File: src/design/sea_defs.svh
// Constant definitions for the SRAM error alarm reporting block
`ifndef SEA_DEFS_SVH
`define SEA_DEFS_SVH
`define SEA_ADDR_W       4
`define SEA_DATA_W       32
// Device register offsets on the link
`define SEA_REG_ECC_DETECT   4'h0
`define SEA_REG_FAULT_STATUS 4'h1
`define SEA_REG_ERROR_INFO   4'h2
`define SEA_REG_MAP_CTRL     4'h3
`define SEA_REG_CLEAR        4'h4
// Field positions
`define SEA_BIT_CORR     0
`define SEA_BIT_UNCORR   1
`define SEA_BIT_ADDR     2
`define SEA_BIT_OPERR0   0
`define SEA_BIT_SELFTEST 0
`define SEA_BIT_MAPPED   1
// Controller register offsets on the software port
`define SEA_CREG_STATUS  4'h0
`define SEA_CREG_ENABLE  4'h1
`define SEA_CREG_CLEAR   4'h2
`define SEA_CREG_CMD     4'h3
`define SEA_CREG_ADDR    4'h4
`define SEA_CREG_WDATA   4'h5
`define SEA_CREG_RDATA   4'h6
`define SEA_CREG_PERIOD  4'h7
// Controller event bits
`define SEA_EV_ALARM     0
`define SEA_EV_NOTIFY    1
`define SEA_EV_DONE      2
`define SEA_EV_SPURIOUS  3
`define SEA_EV_W         4
// Command bits
`define SEA_CMD_READ     0
`define SEA_CMD_WRITE    1
`define SEA_CMD_POLL     2
`define SEA_CMD_STBY     3
`define SEA_CMD_CLRSPUR  4
`define SEA_INIT_CYCLES  64
`define SEA_ZERO32       32'h0000_0000
`endif

File: src/design/sea_pkg.sv
// Types shared by both ends of the SRAM error alarm link
package sea_pkg;
   typedef logic [3:0]  sea_addr_t;
   typedef logic [31:0] sea_word_t;
   typedef enum logic [1:0] {SEA_ERR_NONE, SEA_ERR_CORR, SEA_ERR_UNCORR,
                             SEA_ERR_ADDR} sea_err_e;
endpackage

File: src/design/sea_link_if.sv
// Link between a memory support instance and its alarm collector / owner
`timescale 1ns/1ps
interface sea_link_if;
   // Register access from the collector side
   logic                 reg_rd;
   logic                 reg_wr;
   sea_pkg::sea_addr_t   reg_addr;
   sea_pkg::sea_word_t   reg_wdata;
   sea_pkg::sea_word_t   reg_rdata;
   // Events toward collector and owner
   logic                 alarm_corr;
   logic                 alarm_uncorr;
   logic                 alarm_addr;
   logic                 owner_notify;
   logic                 owner_uncorr;
   logic                 init_busy;
   modport device (input reg_rd, reg_wr, reg_addr, reg_wdata,
                   output reg_rdata, alarm_corr, alarm_uncorr, alarm_addr,
                          owner_notify, owner_uncorr, init_busy);
   modport collector (output reg_rd, reg_wr, reg_addr, reg_wdata,
                      input reg_rdata, alarm_corr, alarm_uncorr, alarm_addr,
                            owner_notify, owner_uncorr, init_busy);
endinterface

File: src/design/sea_collector.sv
// Alarm collector and owner logic facing one memory support instance
`timescale 1ns/1ps
`include "sea_defs.svh"
module sea_collector #(
   parameter int PERIOD_W = 16
) (
   // Clock and reset
   input  wire logic                clock,
   input  wire logic                rst_n,
   // Software port
   input  wire sea_pkg::sea_addr_t  sw_addr,
   input  wire sea_pkg::sea_word_t  sw_wdata,
   input  wire logic                sw_wr,
   input  wire logic                sw_rd,
   output sea_pkg::sea_word_t       sw_rdata,
   output logic                     irq,
   output logic                     owner_halt,
   // Link
   sea_link_if.collector            link
);
   import sea_pkg::*;
   initial begin
      if (PERIOD_W < 1 || PERIOD_W > 32) $error("PERIOD_W out of range");
   end
   typedef enum logic [1:0] {SEA_IDLE, SEA_RD, SEA_WAIT, SEA_SPUR} sea_state_e;

   ////////////////////////////////////////////////////////////////////////////
   sea_state_e            st, next_st;
   logic [`SEA_EV_W-1:0]  status, next_status, enable, next_enable;
   logic [3:0]            addr, next_addr;
   logic [31:0]           wdata, next_wdata, rdat, next_rdat, swr, next_swr;
   logic [PERIOD_W-1:0]   period, next_period, tmr, next_tmr;
   logic                  halt, next_halt, spur_req, next_spur_req;
   logic                  l_rd, l_wr;
   logic [3:0]            l_addr;
   logic [31:0]           l_wdata;
   logic [`SEA_EV_W-1:0]  ev, clr;

   always_comb begin
      ev = '0;
      ev[`SEA_EV_ALARM]  = link.alarm_corr | link.alarm_uncorr | link.alarm_addr;
      ev[`SEA_EV_NOTIFY] = link.owner_notify;
      ev[`SEA_EV_DONE]   = st == SEA_WAIT;
      ev[`SEA_EV_SPURIOUS] = st == SEA_WAIT && spur_req && link.reg_rdata != `SEA_ZERO32;
      clr = (sw_wr && sw_addr == `SEA_CREG_CLEAR) ? sw_wdata[`SEA_EV_W-1:0] : '0;
      next_status = (status & ~clr) | ev;
      next_enable = (sw_wr && sw_addr == `SEA_CREG_ENABLE) ? sw_wdata[`SEA_EV_W-1:0] : enable;
      next_addr   = (sw_wr && sw_addr == `SEA_CREG_ADDR) ? sw_wdata[3:0] : addr;
      next_wdata  = (sw_wr && sw_addr == `SEA_CREG_WDATA) ? sw_wdata : wdata;
      next_period = (sw_wr && sw_addr == `SEA_CREG_PERIOD) ? sw_wdata[PERIOD_W-1:0] : period;
      next_halt   = halt | link.owner_uncorr;
      if (sw_wr && sw_addr == `SEA_CREG_CMD && sw_wdata[`SEA_CMD_WRITE]) next_halt = 1'b0;
      next_rdat     = (st == SEA_WAIT) ? link.reg_rdata : rdat;
      next_st       = st;
      next_tmr      = tmr;
      next_spur_req = spur_req;
      l_rd = 1'b0;
      l_wr = 1'b0;
      l_addr  = addr;
      l_wdata = wdata;
      if (period != '0) next_tmr = (tmr == '0) ? period : tmr - 1'b1;
      unique case (st)
         SEA_IDLE: begin
            if (sw_wr && sw_addr == `SEA_CREG_CMD) begin
               if (sw_wdata[`SEA_CMD_READ] || sw_wdata[`SEA_CMD_STBY]) next_st = SEA_RD;
               else if (sw_wdata[`SEA_CMD_POLL]) next_st = SEA_RD;
               else if (sw_wdata[`SEA_CMD_CLRSPUR]) begin
                  next_st = SEA_RD;
                  next_spur_req = 1'b1;
               end else if (sw_wdata[`SEA_CMD_WRITE]) l_wr = 1'b1;
            end else if (period != '0 && tmr == '0) begin
               next_st = SEA_RD;
            end
         end
         SEA_RD: begin
            l_rd = 1'b1;
            if (spur_req) l_addr = `SEA_REG_ERROR_INFO;
            next_st = SEA_WAIT;
         end
         SEA_WAIT: next_st = spur_req ? SEA_SPUR : SEA_IDLE;
         SEA_SPUR: begin
            // Clear only when error info reads zero
            if (rdat == `SEA_ZERO32) begin
               l_wr = 1'b1;
               l_addr = `SEA_REG_CLEAR;
               l_wdata = 32'h8000_0007;
            end
            next_spur_req = 1'b0;
            next_st = SEA_IDLE;
         end
      endcase
      next_swr = `SEA_ZERO32;
      if (sw_rd) begin
         unique case (sw_addr)
            `SEA_CREG_STATUS: next_swr = {{(32-`SEA_EV_W){1'b0}}, status};
            `SEA_CREG_ENABLE: next_swr = {{(32-`SEA_EV_W){1'b0}}, enable};
            `SEA_CREG_ADDR:   next_swr = {28'd0, addr};
            `SEA_CREG_WDATA:  next_swr = wdata;
            `SEA_CREG_RDATA:  next_swr = rdat;
            `SEA_CREG_PERIOD: next_swr = 32'(period);
            `SEA_CREG_CMD:    next_swr = {30'd0, halt, st != SEA_IDLE};
            default:          next_swr = `SEA_ZERO32;
         endcase
      end
   end

   always_ff @(posedge clock) begin
      if (!rst_n) begin
         st <= SEA_IDLE;
         status <= '0;
         enable <= '0;
         addr <= '0;
         wdata <= '0;
         rdat <= '0;
         swr <= '0;
         period <= '0;
         tmr <= '0;
         halt <= 1'b0;
         spur_req <= 1'b0;
      end else begin
         st <= next_st;
         status <= next_status;
         enable <= next_enable;
         addr <= next_addr;
         wdata <= next_wdata;
         rdat <= next_rdat;
         swr <= next_swr;
         period <= next_period;
         tmr <= next_tmr;
         halt <= next_halt;
         spur_req <= next_spur_req;
      end
   end

   assign link.reg_rd    = l_rd;
   assign link.reg_wr    = l_wr;
   assign link.reg_addr  = l_addr;
   assign link.reg_wdata = l_wdata;
   assign sw_rdata   = swr;
   assign irq        = |(status & enable);
   assign owner_halt = halt;
endmodule

File: src/flat_wrapper.sv
// flat-port wrapper written by rule: the top's interface ports become plain ports
module sea_collector_flat import sea_pkg::*;
#(
   parameter int PERIOD_W = 16
)
  (clock, rst_n, sw_addr, sw_wdata, sw_wr, sw_rd, sw_rdata, irq, owner_halt, link_reg_rd, link_reg_wr, link_reg_addr, link_reg_wdata, link_reg_rdata, link_alarm_corr, link_alarm_uncorr, link_alarm_addr, link_owner_notify, link_owner_uncorr, link_init_busy);
  sea_link_if link_i ();
  input  wire logic clock;
  input  wire logic rst_n;
  input  wire sea_pkg::sea_addr_t sw_addr;
  input  wire sea_pkg::sea_word_t sw_wdata;
  input  wire logic sw_wr;
  input  wire logic sw_rd;
  output sea_pkg::sea_word_t sw_rdata;
  output logic irq;
  output logic owner_halt;
  output wire logic [$bits(link_i.reg_rd)-1:0] link_reg_rd;
  output wire logic [$bits(link_i.reg_wr)-1:0] link_reg_wr;
  output wire logic [$bits(link_i.reg_addr)-1:0] link_reg_addr;
  output wire logic [$bits(link_i.reg_wdata)-1:0] link_reg_wdata;
  input wire logic [$bits(link_i.reg_rdata)-1:0] link_reg_rdata;
  input wire logic [$bits(link_i.alarm_corr)-1:0] link_alarm_corr;
  input wire logic [$bits(link_i.alarm_uncorr)-1:0] link_alarm_uncorr;
  input wire logic [$bits(link_i.alarm_addr)-1:0] link_alarm_addr;
  input wire logic [$bits(link_i.owner_notify)-1:0] link_owner_notify;
  input wire logic [$bits(link_i.owner_uncorr)-1:0] link_owner_uncorr;
  input wire logic [$bits(link_i.init_busy)-1:0] link_init_busy;
  assign link_reg_rd = link_i.reg_rd;
  assign link_reg_wr = link_i.reg_wr;
  assign link_reg_addr = link_i.reg_addr;
  assign link_reg_wdata = link_i.reg_wdata;
  assign link_i.reg_rdata = link_reg_rdata;
  assign link_i.alarm_corr = link_alarm_corr;
  assign link_i.alarm_uncorr = link_alarm_uncorr;
  assign link_i.alarm_addr = link_alarm_addr;
  assign link_i.owner_notify = link_owner_notify;
  assign link_i.owner_uncorr = link_owner_uncorr;
  assign link_i.init_busy = link_init_busy;
  sea_collector #(.PERIOD_W(PERIOD_W)) u_core (.clock(clock), .rst_n(rst_n), .sw_addr(sw_addr), .sw_wdata(sw_wdata), .sw_wr(sw_wr), .sw_rd(sw_rd), .sw_rdata(sw_rdata), .irq(irq), .owner_halt(owner_halt), .link(link_i));
endmodule
File: config.mk
export PLATFORM = sky130hd
export DESIGN_NAME = sea_collector_flat
export DESIGN_NICKNAME = d
export VERILOG_FILES = /design/src/design/sea_pkg.sv /design/src/design/sea_link_if.sv /design/src/design/sea_collector.sv /design/src/flat_wrapper.sv
export VERILOG_INCLUDE_DIRS = /design/src /design/src/design
export SDC_FILE = /design/constraint.sdc
export NUM_CORES = 1
export LEC_CHECK = 0
export BUFFER_PORTS_ARGS = -buffer_cell sky130_fd_sc_hd__clkbuf_2
export CELL_PAD_IN_SITES_DETAIL_PLACEMENT = 0
export CELL_PAD_IN_SITES_GLOBAL_PLACEMENT = 1
export CORE_MARGIN = 1.5
export CORE_UTILIZATION = 40
export DETAILED_ROUTE_END_ITERATION = 16
export MAX_ROUTING_LAYER = met4
export PLACE_DENSITY_LB_ADDON = 0.1
export RECOVER_POWER = 25
export REMOVE_ABC_BUFFERS = 1
export SYNTH_ARGS = -nofsm -noshare
export SYNTH_HDL_FRONTEND = slang
export SYNTH_SLANG_ARGS = --single-unit
File: constraint.sdc
create_clock -name clock -period 2.3 [get_ports clock]
set_input_delay 0.23 -clock clock [delete_from_list [all_inputs] [get_ports clock]]
set_output_delay 0.23 -clock clock [all_outputs]
set_load 0.05 [all_outputs]
# Yosys cells after proc, flatten, opt, wreduce, memory -nomap -nowiden
# Cells that the tools add are included.
word_totals:
  reg_bits: 144
  in_bits: 78
  output_inout_bits: 72
  elab_cells: 88
classes:
  addsub: 1
  n_eq_ne: 16
  mux: 28
  bitwise_logic: 8
  n_reduce_logical: 24
ops:
  columns: ["operator", "n"]
  rows:
  - ["$pmux W32 S7", 1]
  - ["$mux W32", 2]
  - ["$logic_not A32 Y1", 1]
  - ["$reduce_bool A32 Y1", 1]
  - ["$eq A4 B3 Y1 const B", 4]
  - ["$logic_not A16 Y1", 1]
  - ["$mux W16", 1]
  - ["$reduce_bool A16 Y1", 1]
  - ["$sub A16 B1 Y16 const B", 1]
  - ["$mux W2", 6]
  - ["$mux W4", 3]
  - ["$mux W1", 11]
  - ["$logic_and A1 B1 Y1", 10]
  - ["$and A4 B4 Y4", 2]
  - ["$eq A4 B2 Y1 const B", 2]
  - ["$pmux W2 S4", 1]
  - ["$pmux W4 S2", 1]
  - ["$ne A2 B2 Y1 const B", 3]
  - ["$ne A5 B5 Y1 const B", 1]
  - ["$reduce_and A5 Y1", 1]
  - ["$eq A2 B2 Y1 const B", 2]
  - ["$eq A4 B1 Y1 const B", 1]
  - ["$logic_not A4 Y1", 1]
  - ["$not A4 Y4", 1]
  - ["other kinds (13)", 18]

# Longest topological paths before layout
logic_depth:
  ltp_word: 6
  depth_mapped: 9
  mapped_depth_nobuf: 7

# Worst setup path before layout
# No wires, ideal clock.
synth_path:
  path_kind: "register -> output"
  start: "register u_core.rdat[21]"
  end: "output port link_reg_wr"
  arrival_time_ns: 1.996
  path_slack_ns: 0.074
  stages_incl_launch_ff: 7
  n_path_buf: 1
  cell_sequence: "dfxtp_1 > nor4_1 > nand4_1 > nor3_2 > clkbuf_1 > a21oi_1 > nor2_1"
synth_via:
  elab_chain_cells: 3
synth_rtl:
  columns: ["item", "line_no", "rtl"]
  rows:
  - ["start, declared", "sea_collector.sv:31", "logic [31:0] wdata, next_wdata, rdat, next_rdat, swr, next_swr;"]
  - ["start signal, assigned", "sea_collector.sv:126", "rdat <= next_rdat;"]
  - ["$logic_not A32 Y1 (no source line)", null, null]
  - ["$mux W1", "sea_collector.sv:83", "if (rdat == `SEA_ZERO32) begin"]
  - ["$pmux W1 S2", "sea_collector.sv:62", "unique case (st)"]
  - ["end, declared", "flat_wrapper.sv:18", "output wire logic [$bits(link_i.reg_wr)-1:0] link_reg_wr;"]
# Every way passes these cells.

# Worst setup path in the final report
layout_path:
  start: "register u_core.rdat[5]"
  end: "output port link_reg_wdata[0]"
layout_via:
  elab_chain_cells: 3
layout_rtl:
  columns: ["item", "line_no", "rtl"]
  rows:
  - ["$logic_not A32 Y1 (no source line)", null, null]
  - ["$mux W32", "sea_collector.sv:83", null]
  - ["$mux W32", "sea_collector.sv:62", null]
  - ["end, declared", "flat_wrapper.sv:20", "output wire logic [$bits(link_i.reg_wdata)-1:0] link_reg_wdata;"]
# Every way passes these cells.

==> impl.org <==
** Yosys
- Area share of the largest cell type after synthesis :: 45.16%
- Area of the mapped netlist :: 6384 µm²
- Among all flip-flop cells after synthesis, the most frequent one is sky130_fd_sc_hd__dfxtp_1.
- Of the synthesized area, sequential elements account for 45.16%.
- Leading cell type by number of instances after synthesis :: sky130_fd_sc_hd__dfxtp_1
- After synthesis, the mean cell area works out to 8.592 µm².
- Number of synthesized flops with an enable pin :: 0
- Flip-flop and latch count after synthesis :: 144
- Cell types with the largest area share after synthesis :: sky130_fd_sc_hd__dfxtp_1 45%, sky130_fd_sc_hd__nand2_1 7.4%, sky130_fd_sc_hd__a21oi_1 6.3%, sky130_fd_sc_hd__mux2i_1 6.3%, sky130_fd_sc_hd__nor2_1 4.8%
- Counting instances in the post-synthesis netlist gives the leading cell types as 144 x sky130_fd_sc_hd__dfxtp_1, 126 x sky130_fd_sc_hd__nand2_1, 82 x sky130_fd_sc_hd__nor2_1.
- During synthesis, Yosys emitted a total of 0 warnings.
- The synthesized design spends more area on one cell type than any other, namely sky130_fd_sc_hd__dfxtp_1.
- After synthesis, the share of flip-flops with an asynchronous set or reset is 0%.
- Count of cell types in the netlist :: 59
- Synthesized netlist cell count :: 743

** CTS
- Clock latency on the worst-skew pair, taken at its later pin, is 0.42 ns.
- CTS tree :: done
- In this run, post-CTS hold repair placed 0 buffers.
- Clock-pin slew was measured on the worst setup and hold paths at 0.06 ns.
- The H-tree was split into 4 levels.
- The clock net in this run drives a total of 144 sinks.
- Number of buffers on the longest clock path :: 2
- Clock buffer count from CTS :: 17
- The cell sitting at the root of the clock tree is a sky130_fd_sc_hd__clkbuf_16.

** Detailed routing
- In this run the remaining antenna-violating nets after routing total 0.
- Number of vias after detailed routing :: 6167
- Number of violations reported at the end of detailed-routing iteration 0 :: 406
- For this run, the detailed router's first-pass iteration total came to 5.
- Dividing the detail-routed via count by the number of cells gives 5.443.
- DRC violations left :: 0
- After detailed routing, the average wire length per cell comes to 18.74 µm.
- The routed design has 21230 µm of wire.

** Placement
- In this run the tool buffered the top-level ports with 148 buffer cells.
- The congestion estimate from routability-driven global placement came to 0.8795.
- Number of placed instances with taps included :: 1093
- Area post-placement :: 7615 µm²
- Once detailed placement completed, the half-perimeter wirelength came to 14560 µm.

** Outcome
- Result of the run :: finished with violations
- Violated checks :: negative setup slack

** Die
- The die covers 16730 µm².
- Std cell rows :: 45
- Die outline height :: 129.3 µm
- The die is 129.3 µm wide.
- Effective utilization at floorplan :: 41.53%
- Pin placement for this block handled 150 I/O pins.
- Total core area :: 15370 µm²

** Cells and area
- Once layout is done, the placed cells without fillers occupy 8847 µm².
- Count of placed standard cells in the final layout, fillers left out :: 1133
- After filler insertion, the fill cell instance count of the layout stands at 1428.
- The area growth from synthesis to layout is 38.59%.
- The number of antenna diodes in the final layout is 0.
- The post-route netlist has 30.37% of its cells at a drive strength greater than 1.
- The final layout contains 994 nets.

** GRT
- Summed over all layers, the global routing overflow is 0.
- Initial antenna violation count :: 0
- Global routing used 26.77% of the available tracks.
- Maximum number of pins on one net before global-route repair :: 38
- First-pass GRT wire length :: 32890 µm
- Via count of the first global-routing pass :: 5989

** Setup path
- For the worst setup path, the data required time is 2.07 ns.
- Signal arrival time at the worst endpoint :: 2.20 ns
- FF-to-FF End :: u_core.tmr[6]$_SDFFE_PN0N_
- The worst setup path is of the reg2out kind.
- R2r worst-path depth :: 8
- STA classifies the critical path startpoint as a register.
- The most critical setup path has its startpoint at u_core.rdat[5]$_SDFFE_PN0P_.
- For flop-to-flop paths, the worst setup slack is 0.21 ns.
- Capturing instance or port of the critical path :: link_reg_wdata[0]
- Reg2reg start :: u_core.tmr[0]$_SDFFE_PN0N_
- STA classifies the critical path endpoint as an output pin.
- Critical Path Fanout Max :: 6

** STA
- After layout, the worst path uses 105.8% of the clock period.
- Achievable clock frequency :: 0.4109 GHz
- The worst path in the final design needs a cycle of 2.434 ns, including I/O delays and setup.
- Headroom to the max-slew limit :: 45.72%
- Setup violations remaining at the end of the flow were counted as 35.
- The number of hold-slack violations in the final timing report is 0.
- Final setup margin :: -0.1340 ns
- At the pin with the least slew margin, the transition time is 0.8142 ns.
- Across the routed clock network, the largest skew measured is 0.007491 ns.
- Setup repair after global routing could not meet its margin everywhere.
- The number of slew-limit violations in the final report was 0.
- Setup Total Neg Slack :: -3.207 ns

** Min path
- Counting instances, the worst hold path has a depth of 3.
- The min-delay analysis places its worst path in the category in2reg.

** Pwr
- Power density cells :: 1021 nW/µm²
- Summed over all cells, the static leakage comes to 0.003448 µW.
- IR analysis of the VDD net gives a maximum drop of 763.7 µV.
- The completed layout was analyzed and its total power is 9032 µW.

** Run
- Max-cap violations in this run came to 0.
## where the power goes
group	internal [µW]	switching, µW	total (µW)	leakage [µW]
clock	1730	1100	2830	0.000293
sequential	2710	282	2990	0.00117
combinational	1390	1820	3210	0.00199
total	5830	3210	9030	0.00345
## metrics by stage
step	hold WS [ns]	utilization (%)	worst slack [ns]
3_3_place_gp	0.4375	49.54	-0.06534
6_report	0.01891	57.56	-0.1340
3_5_place_dp	0.4568	49.54	-0.06910
4_1_cts	0.009947	57.37	-0.1798
5_1_grt	0.02812	57.56	-0.2338
2_1_floorplan	0.3256	-	-0.3356
## registers in the layout, indices dropped and copies added (netlist names)
name / count
u_core.addr: 4
u_core.tmr: 16
u_core.sw_rdata: 32
u_core.spur_req: 1
u_core.rdat: 32
u_core.st: 2
u_core.enable: 4
u_core.period: 16
u_core.wdata: 32
u_core.owner_halt: 1
u_core.status: 4
## how the worst min path moves through the flow
stage                      startpoint                             to
CTS                 link_owner_notify    u_core.status[1]$_SDFF_PN0_
finish              link_owner_notify    u_core.status[1]$_SDFF_PN0_
detailed placement  link_owner_notify    u_core.status[1]$_SDFF_PN0_
global placement    link_owner_notify    u_core.status[1]$_SDFF_PN0_
global route             sw_wdata[30]  u_core.wdata[30]$_SDFFE_PN0P_
floorplan                  sw_addr[1]  u_core.sw_rdata[0]$_SDFF_PN0_
## area by class of cell
class / instances / area (µm²) / area share (%)
timing repair buffer: 196 / 1592 / 17.99
clock inverter: 13 / 160.2 / 1.810
multi-input combinational: 542 / 3463 / 39.15
clock buffer: 18 / 439.2 / 4.964
sequential: 144 / 2895 / 32.73
tap: 211 / 264.0 / 2.984
inverter: 9 / 33.78 / 0.3818
## cell usage in the layout, fill, tap and decap left out, types with 3 or more instances in the layout
cell type                     n
sky130_fd_sc_hd__nor3_1       9
sky130_fd_sc_hd__a22oi_1     32
sky130_fd_sc_hd__inv_6        3
sky130_fd_sc_hd__buf_6        3
sky130_fd_sc_hd__o21ai_0     12
sky130_fd_sc_hd__and2_1       5
sky130_fd_sc_hd__inv_1        8
sky130_fd_sc_hd__buf_8        4
sky130_fd_sc_hd__ha_1         4
sky130_fd_sc_hd__mux2_2      14
sky130_fd_sc_hd__nand4_1      5
sky130_fd_sc_hd__clkinv_2     4
sky130_fd_sc_hd__dfxtp_2      7
sky130_fd_sc_hd__or2_4        4
sky130_fd_sc_hd__mux4_2       4
sky130_fd_sc_hd__clkbuf_16   18
sky130_fd_sc_hd__nand2_1    126
sky130_fd_sc_hd__nor4_4       6
sky130_fd_sc_hd__dfxtp_1    136
sky130_fd_sc_hd__buf_16       3
sky130_fd_sc_hd__bufinv_16    3
sky130_fd_sc_hd__a21oi_1     79
sky130_fd_sc_hd__clkbuf_1    16
sky130_fd_sc_hd__a211oi_1     4
sky130_fd_sc_hd__nor4_1      20
sky130_fd_sc_hd__and3_1       3
sky130_fd_sc_hd__o22ai_1      5
sky130_fd_sc_hd__nor2_1      81
sky130_fd_sc_hd__buf_12      13
sky130_fd_sc_hd__buf_4       27
sky130_fd_sc_hd__nor2b_1     10
sky130_fd_sc_hd__nor2b_4     10
sky130_fd_sc_hd__clkbuf_8    26
sky130_fd_sc_hd__clkbuf_2   103
sky130_fd_sc_hd__nand3_1      9
sky130_fd_sc_hd__mux2i_1     40
sky130_fd_sc_hd__and2b_1      9
## cells by family (layout without fill, tap and decap cells)
family          after synthesis  count (layout)  synth area share, %
mux                          58              58                10.15
flops                       144             144                45.16
buf+inv                      57             236                3.920
compound gates              152             152                14.64
simple gates                326             326                24.95
fa+ha+maj                     6               6                1.176
## worst max-delay path: stages (launching register included)
cell	delay, ns
sky130_fd_sc_hd__dfxtp_1	0.35
sky130_fd_sc_hd__nor4_2	0.29
sky130_fd_sc_hd__nand4_1	0.26
sky130_fd_sc_hd__nor3_4	0.23
sky130_fd_sc_hd__buf_12	0.16
sky130_fd_sc_hd__buf_12	0.12
sky130_fd_sc_hd__buf_16	0.12
sky130_fd_sc_hd__or2_4	0.13
sky130_fd_sc_hd__buf_12	0.12
## what timing repair did
| action | CTS | global route |
|---|---|---|
| endpoints found under the setup margin | 37 | 38 |
| gates resized for setup | 106 | 17 |
| setup buffers | 5 | 1 |
| pin swaps | 6 | 9 |
| gates cloned | 3 | 0 |
## layer usage
layer / wire length (µm) / up-vias / global-route usage [%]
met4: 458 / 0 / 9.650
met1: 9876 / 2973 / 36.04
met2: 9876 / 214 / 41.02
met3: 1019 / 35 / 3.840
met5: 0 / - / -
li1: - / 2945 / -
(Power assumes the default switching activity.)
